`src/rtl/adc_host_defines.svh`:
```
// timing and field constants for the converter host interface
`ifndef ADC_HOST_DEFINES_SVH
`define ADC_HOST_DEFINES_SVH

`define CLK_PERIOD_NS 40
`define CONV_TIME_NS 8000
`define CONV_CYCLES ((`CONV_TIME_NS) / (`CLK_PERIOD_NS))
`define SCLK_DIV 8
`define SERIAL_BITS 16
`define SERIAL_LEAD_ZEROS 4
`define RESULT_BITS 12
`define BYTE_BITS 8

`endif

```
`src/rtl/adc_host_pkg.sv`:
```
// types shared by the converter host interface
package adc_host_pkg;

  typedef enum logic [1:0] {
    ST_IDLE,
    ST_CONVERT,
    ST_DONE
  } conv_state_t;

  typedef struct packed {
    logic select_n;
    logic read_n;
    logic convert_start_n;
    logic high_byte_enable;
    logic word_format;
  } host_ctl_t;

  typedef struct packed {
    logic serial_frame_strobe_n;
    logic serial_clk;
    logic serial_data;
  } serial_out_t;

endpackage

```
`src/rtl/adc_conversion_host_interface.sv`:
```
// conversion start, busy/interrupt and read-back logic of a 12-bit converter
`timescale 1ns/1ns
`default_nettype none
`include "adc_host_defines.svh"

module adc_conversion_host_interface #(
  parameter int CONV_CYCLES = `CONV_CYCLES,
  parameter int SCLK_DIV = `SCLK_DIV
) (
  // clock and reset
  input wire logic ref_clk,
  input wire logic reset,
  // host pins, asynchronous
  input wire adc_host_pkg::host_ctl_t host_ctl,
  // converted sample from the analog core
  input wire logic [`RESULT_BITS-1:0] sample_code,
  // parallel data bus
  output logic [`RESULT_BITS-1:0] data_bus,
  output logic data_bus_oe,
  // status pin: busy in processor mode, interrupt in timer mode
  output logic busy_int_n,
  // sampling stage control, high while holding
  output logic track_hold,
  // serial lines as open-drain triples
  output adc_host_pkg::serial_out_t serial_out,
  output adc_host_pkg::serial_out_t serial_oe,
  // serial clock keeps running between frames
  input wire logic sclk_continuous
);

  adc_host_pkg::host_ctl_t meta_ff, sync_ff, prev_ff;
  adc_host_pkg::conv_state_t state_ff;
  logic [$clog2(CONV_CYCLES+1)-1:0] conv_cnt_ff;
  logic [`RESULT_BITS-1:0] result_ff;
  logic [`SERIAL_BITS-1:0] shift_ff;
  logic [4:0] bit_cnt_ff;
  localparam int DIV_W = $clog2(SCLK_DIV);
  logic [DIV_W-1:0] div_ff;
  logic sclk_cont_meta_ff, sclk_cont_ff;
  logic sclk_ff, frame_ff, high_byte_enable_ff, proc_mode_ff, stretch_ff, int_n_ff;
  logic [`RESULT_BITS-1:0] nxt_data;

  // two-flop synchroniser for every host pin
  always_ff @(posedge ref_clk) begin
    meta_ff <= host_ctl;
    sync_ff <= meta_ff;
    prev_ff <= sync_ff;
  end

  // clock mode pin is a level from outside; synchronised like the rest
  always_ff @(posedge ref_clk) begin
    sclk_cont_meta_ff <= sclk_continuous;
    sclk_cont_ff <= sclk_cont_meta_ff;
  end

  wire cs_fall = prev_ff.select_n & ~sync_ff.select_n;
  wire cvs_rise = ~prev_ff.convert_start_n & sync_ff.convert_start_n;
  wire rd_active = ~sync_ff.select_n & ~sync_ff.read_n;
  wire rd_fall = rd_active & ~(~prev_ff.select_n & ~prev_ff.read_n);
  // processor mode: start pin held low, cs with high_byte_enable low starts
  wire proc_start = (state_ff == adc_host_pkg::ST_IDLE) & cs_fall
    & sync_ff.convert_start_n == 1'b0 & ~sync_ff.high_byte_enable;
  // timer mode: rising start edge, ignored while cs low
  wire timer_start = (state_ff == adc_host_pkg::ST_IDLE) & cvs_rise & sync_ff.select_n;
  wire start = proc_start | timer_start;
  wire conv_end = (state_ff == adc_host_pkg::ST_CONVERT) && conv_cnt_ff == CONV_CYCLES - 1;

  always_ff @(posedge ref_clk) begin
    if (reset) begin
      state_ff <= adc_host_pkg::ST_IDLE;
      conv_cnt_ff <= '0;
      proc_mode_ff <= 1'b0;
    end else begin
      case (state_ff)
        adc_host_pkg::ST_IDLE: begin
          conv_cnt_ff <= '0;
          if (start) begin
            state_ff <= adc_host_pkg::ST_CONVERT;
            proc_mode_ff <= proc_start;
          end
        end
        adc_host_pkg::ST_CONVERT: begin
          conv_cnt_ff <= conv_cnt_ff + 1'b1;
          if (conv_end) begin
            state_ff <= adc_host_pkg::ST_DONE;
          end
        end
        adc_host_pkg::ST_DONE: begin
          // return to tracking; next start needs a fresh edge
          state_ff <= adc_host_pkg::ST_IDLE;
        end
        default: state_ff <= adc_host_pkg::ST_IDLE;
      endcase
    end
  end

  // hold from the start edge to the end of conversion
  always_ff @(posedge ref_clk) begin
    if (reset) begin
      track_hold <= 1'b0;
    end else if (start) begin
      track_hold <= 1'b1;
    end else if (conv_end) begin
      track_hold <= 1'b0;
    end
  end

  always_ff @(posedge ref_clk) begin
    if (reset) begin
      result_ff <= '0;
    end else if (conv_end) begin
      result_ff <= sample_code;
    end
  end

  // byte select latched at select fall
  always_ff @(posedge ref_clk) begin
    if (reset) begin
      high_byte_enable_ff <= 1'b0;
    end else if (cs_fall) begin
      high_byte_enable_ff <= sync_ff.high_byte_enable;
    end
  end

  // stretch only the conversion-starting access
  always_ff @(posedge ref_clk) begin
    if (reset) begin
      stretch_ff <= 1'b0;
    end else if (proc_start) begin
      stretch_ff <= 1'b1;
    end else if (state_ff != adc_host_pkg::ST_CONVERT) begin
      stretch_ff <= 1'b0;
    end
  end

  // timer-mode interrupt: set wins over the read clear
  always_ff @(posedge ref_clk) begin
    if (reset) begin
      int_n_ff <= 1'b1;
    end else if (conv_end & ~proc_mode_ff) begin
      int_n_ff <= 1'b0;
    end else if (rd_fall) begin
      int_n_ff <= 1'b1;
    end
  end

  // busy low for the whole processor conversion
  always_ff @(posedge ref_clk) begin
    if (reset) begin
      busy_int_n <= 1'b1;
    end else if (proc_start | (stretch_ff & state_ff == adc_host_pkg::ST_CONVERT & ~conv_end)) begin
      busy_int_n <= 1'b0;
    end else if (proc_mode_ff | state_ff == adc_host_pkg::ST_IDLE & proc_start) begin
      busy_int_n <= 1'b1;
    end else begin
      busy_int_n <= int_n_ff;
    end
  end

  // output mux: word, low byte, or right-justified nibble
  always_comb begin
    nxt_data = '0;
    if (sync_ff.word_format) begin
      nxt_data = conv_end ? sample_code : result_ff;
    end else if (high_byte_enable_ff) begin
      nxt_data = {{`BYTE_BITS{1'b0}}, result_ff[`RESULT_BITS-1:`BYTE_BITS]};
    end else begin
      nxt_data = {4'h0, (conv_end ? sample_code[`BYTE_BITS-1:0] : result_ff[`BYTE_BITS-1:0])};
    end
  end

  // bus output enable held off during conversion; host must not read then
  always_ff @(posedge ref_clk) begin
    if (reset) begin
      data_bus <= '0;
      data_bus_oe <= 1'b0;
    end else begin
      data_bus <= nxt_data;
      // no stale word on the bus in the cycle the start is taken
      data_bus_oe <= rd_active & ~start & (state_ff != adc_host_pkg::ST_CONVERT);
    end
  end

  // serial clock enable from a divider of the reference clock
  wire sclk_tick = (div_ff == DIV_W'(SCLK_DIV / 2 - 1));
  always_ff @(posedge ref_clk) begin
    if (reset | sclk_tick) begin
      div_ff <= '0;
    end else begin
      div_ff <= div_ff + 1'b1;
    end
  end

  // same serial frame for both start sources
  always_ff @(posedge ref_clk) begin
    if (reset) begin
      sclk_ff <= 1'b0;
      frame_ff <= 1'b0;
      bit_cnt_ff <= '0;
      shift_ff <= '0;
    end else if (start) begin
      frame_ff <= 1'b1;
      bit_cnt_ff <= '0;
      sclk_ff <= 1'b0;
      // zeros first; result bits taken from sample_code at the start edge
      shift_ff <= {{`SERIAL_LEAD_ZEROS{1'b0}}, sample_code};
    end else if (sclk_tick & (frame_ff | sclk_cont_ff)) begin
      sclk_ff <= ~sclk_ff;
      // data moves on rising clock so it is settled at the falling one
      if (frame_ff & ~sclk_ff & (bit_cnt_ff != '0)) begin
        shift_ff <= {shift_ff[`SERIAL_BITS-2:0], 1'b0};
      end
      if (frame_ff & sclk_ff) begin
        bit_cnt_ff <= bit_cnt_ff + 1'b1;
        if (bit_cnt_ff == 5'(`SERIAL_BITS - 1)) begin
          frame_ff <= 1'b0;
        end
      end
    end
  end

  // open drain: enable drives low; serial only in byte/serial format
  always_comb begin
    serial_out = '0;
    serial_oe.serial_frame_strobe_n = ~sync_ff.word_format & frame_ff;
    serial_oe.serial_clk = ~sync_ff.word_format & ~sclk_ff;
    serial_oe.serial_data = ~sync_ff.word_format & frame_ff & ~shift_ff[`SERIAL_BITS-1];
  end

endmodule // adc_conversion_host_interface
`default_nettype wire

```
`config.mk`:
```
export PLATFORM = sky130hd
export DESIGN_NAME = adc_conversion_host_interface
export DESIGN_NICKNAME = d
export VERILOG_FILES = /design/src/rtl/adc_host_pkg.sv /design/src/rtl/adc_conversion_host_interface.sv
export VERILOG_INCLUDE_DIRS = /design/src /design/src/rtl
export SDC_FILE = /design/constraint.sdc
export NUM_CORES = 1
export LEC_CHECK = 0
export ABC_CLOCK_PERIOD_IN_PS = 1900
export BUFFER_PORTS_ARGS = -buffer_cell sky130_fd_sc_hd__buf_2
export CAP_MARGIN = 20
export CORE_ASPECT_RATIO = 1.1
export CORE_MARGIN = 2
export CORE_UTILIZATION = 59
export CTS_BUF_LIST = sky130_fd_sc_hd__clkbuf_8
export CTS_CLUSTER_DIAMETER = 100
export DETAILED_ROUTE_END_ITERATION = 6
export PLACE_DENSITY = 0.8
export SETUP_SLACK_MARGIN = 0.15
export SKIP_LAST_GASP = 1
export SLEW_MARGIN = 20
export SYNTH_ARGS = -nofsm -noshare
export SYNTH_HDL_FRONTEND = slang
export SYNTH_SLANG_ARGS = --single-unit
```
`constraint.sdc`:
```
create_clock -name ref_clk -period 1.9 [get_ports ref_clk]
set_clock_uncertainty 0.05 [all_clocks]
set_input_delay 0.095 -clock ref_clk [delete_from_list [all_inputs] [get_ports ref_clk]]
set_output_delay 0.095 -clock ref_clk [all_outputs]
set_load 0.05 [all_outputs]
```
==> impl_metrics.json <==
{
  "outcome": "completed",
  "h-tree-depth": 3,
  "cpMaxStageDelayCell": "dfxtp_1",
  "design_area_sq_mm": 0.00369,
  "fin_crit_ns": 1.68,
  "cp.required_ns": 2.07,
  "num_rows": 27,
  "gp_congestion": 0.861,
  "clkPwrFrac_pct": 40.7,
  "stdcell_count": 425,
  "die-area_sq_mm": 0.00569,
  "pwr-share-seq_pct": 52.5,
  "wl_met1_microns": 2560,
  "grt_pass1_vias": 2111,
  "grt_usage_pct": 21.0,
  "ff2ff_setup_slack_ns": 0.22,
  "area_delta_synth_final_pct": 22.6,
  "portBuffers": 37,
  "finalMaxSlewViolations": 0,
  "boundaryPins": 41,
  "slowest_delay_ns": 0.38,
  "cts.path.max_buffers": 2,
  "hpwl_microns": 3590,
  "maxUsedRoutingLayer": "met4",
  "die_x_microns": 72.1,
  "synth_flop_cell": "dfxtp_1",
  "first_pass_iters": 4,
  "drt-total-wl_microns": 5610,
  "critPathCaptureType": "flip-flop",
  "whs_ns": 0.0230,
  "rsz0062_at_grt": "false",
  "grt_start_max_net_pins": 27,
  "cp_max_fo": 16,
  "synth_top_area_cell": "dfxtp_1",
  "numCtsBuffers": 9,
  "grt_pass1_wl_microns": 9280,
  "clk_pin_slew_worst_paths_ns": 0.08,
  "root_buffer": "clkbuf_8",
  "initial_core_util_pct": 60.6,
  "irDropWorstVdd_mv": 0.956,
  "insertion_delay_ns": 0.35,
  "p_leak_nw": 1.59,
  "cp.arrival_ns": 1.85,
  "seq_area_frac_synth_pct": 54.6,
  "critPathKind": "flip-flop to flip-flop",
  "hold_depth": 3,
  "gr-total-overflow": 0,
  "p_sw_share_pct": 22.9,
  "vias": 2221,
  "antenna_found_initial": 0,
  "tns_ns": 0,
  "synth_edf_count": 0,
  "start_kind": "flip-flop",
  "fp.dieH_microns": 78.9,
  "syn_inst": 305,
  "core_area_sq_mm": 0.00497,
  "ant_nets": 0,
  "synth_cell_types": 46,
  "finalHoldViolations": 0,
  "wl_met2_microns": 2770,
  "p_int_mw": 2.65,
  "clock-sinks": 82,
  "combPwrFrac_pct": 6.8,
  "cap_violations": 0,
  "synth.avg_cell_area_sq_um": 9.87,
  "power_switching_uw": 784,
  "wl_per_cell_microns": 13.2,
  "yosys-top-cells-area": "dfxtp_1, nor2_1, nand2_1, mux2i_1, a311oi_2",
  "cts_tree": "done",
  "synth.top_cell.area_share_pct": 54.6,
  "fmax_mhz": 594,
  "crit_chain": "inv_1 -> ha_1 -> nor4b_4 -> or3_1 -> buf_6 -> nand2_1 -> a311oi_2",
  "met3_length_microns": 210,
  "synth-seq-cells": 82,
  "fin_crit_sh_pct": 88.6,
  "synth_area_sq_mm": 0.00301,
  "first_iter_violations": 111,
  "post_dp_cell_area_sq_mm": 0.00321,
  "vias_per_cell": 5.23,
  "total_power_mw": 3.43,
  "reg2regPathDepth": 7,
  "drc_errors": 0,
  "n_antenna_cell": 0,
  "dp_cells": 389,
  "async_reset_ff_share_pct": 0,
  "drive_above_1_share_pct": 23.7,
  "ys_warn_count": 0,
  "hold_class": "input pin to flip-flop",
  "fin_nets": 388,
  "setup_viol_count_final": 0,
  "p_per_area_mw_per_mm2": 930
}
[final cells by class]
| type | instances | area (sq um) |
|---|---|---|
| clock inverters | 6 | 90.1 |
| clock buffers | 10 | 138 |
| fillers | 357 | 1280 |
| well taps | 58 | 72.6 |
| repair buffers | 62 | 448 |
| inverters | 5 | 18.8 |
| multi-input cells | 202 | 1280 |
| flip-flops and latches | 82 | 1650 |
[path summary, 6_finish.rpt]
kind,from,endpoint
setup / recovery,bit_cnt_ff[1],shift_ff[4]
hold / removal,sample_code[4],result_ff[4]
setup reg to reg,bit_cnt_ff[1],shift_ff[4]
hold reg to reg,meta_ff[3],sync_ff[3]
[sequential cells by signal, indices dropped and copies added (netlist names), 2 cells and up]
register	count
conv_cnt_ff	8
sync_ff	5
prev_ff	3
state_ff	2
bit_cnt_ff	5
div_ff	3
result_ff	12
shift_ff	16
meta_ff	5
data_bus	12
[layer usage]
metal / global-route usage, % / up-vias
met1: 25.9 / 1047
met5: 0 / -
met3: 5.71 / 6
met4: 8.87 / 0
met2: 34.5 / 31
li1: - / 1137
[cell usage after synthesis, types with 3 or more instances]
library cell	instances
a211oi_1	5
a21oi_1	13
a311oi_1	6
a311oi_2	5
buf_2	5
buf_4	3
clkbuf_1	5
dfxtp_1	82
ha_1	6
inv_1	5
mux2i_1	13
nand2_1	35
nand2_2	5
nand2b_1	5
nand3_1	5
nor2_1	50
nor2b_1	6
nor3_1	7
o21ai_0	4
xor2_1	7
[critical path, delay by kind of cell, from the launching register on]
| kind | cells | cell delay (ns) |
|---|---|---|
| adders and majority gates | 1 | 0.19 |
| DFF | 1 | 0.38 |
| buffers and inverters | 2 | 0.25 |
| AOI/OAI and AO/OA | 1 | 0.10 |
| and+or+nand+nor | 3 | 0.60 |
[through the flow]
stage | setup slack, ns | util [%]
6_report | 0.216 | 74.3
5_1_grt | 0.0947 | 74.3
4_1_cts | 0.187 | 73.4
3_5_place_dp | 0.127 | 64.7
3_3_place_gp | 0.189 | 64.7
2_1_floorplan | 0.215 | -
[placed cells by master (no fill, tap or decap), drive strengths merged, types with 2 or more instances in the layout]
cell type	count
nor3	8
nand3	5
a31oi	2
xor2	7
bufinv	2
nor4b	2
nand2	40
inv	5
o21ai	5
a311oi	11
clkinv	3
clkbuf	10
and3	3
a211oi	5
nand2b	5
nor2	50
dlygate4sd3	17
ha	6
buf	45
nand4	2
dfxtp	82
a21oi	13
nor2b	7
mux2i	13
conb	3
xnor2	2
and3b	2
[timing repair]
action                                  in CTS  in global routing
pin swaps                                    1                  0
buffers inserted                             2                  1
hold endpoints to repair                    26                  0
endpoints found under the setup margin       8                 32
hold buffers                                17                  0
gates resized for setup                      3                  8
[logic make-up (layout without fill, tap and decap cells)]
kind of cell    Yosys count  after routing  share of synthesized area [%]
compound gates           39             39                           9.73
xor+xnor                  9              9                           2.62
fa+ha+maj                 6              6                           2.49
buf+inv                  23             83                           4.49
flops                    82             82                           54.6
mux                      13             13                           4.32
other cells               1              3                          0.125
simple gates            132            132                           21.7
[power groups by stage]
| stage | Clock, mW | Sequential (mW) | Combinational [mW] |
|---|---|---|---|
| 2_1_floorplan | 0 | 1.85 | 0.133 |
| 6_report | 1.40 | 1.80 | 0.232 |
| 3_3_place_gp | 0 | 1.84 | 0.197 |
| 4_1_cts | 1.43 | 1.80 | 0.227 |
| 5_1_grt | 1.49 | 1.81 | 0.254 |
| 3_5_place_dp | 0 | 1.84 | 0.199 |
(Power assumes the default switching activity.)
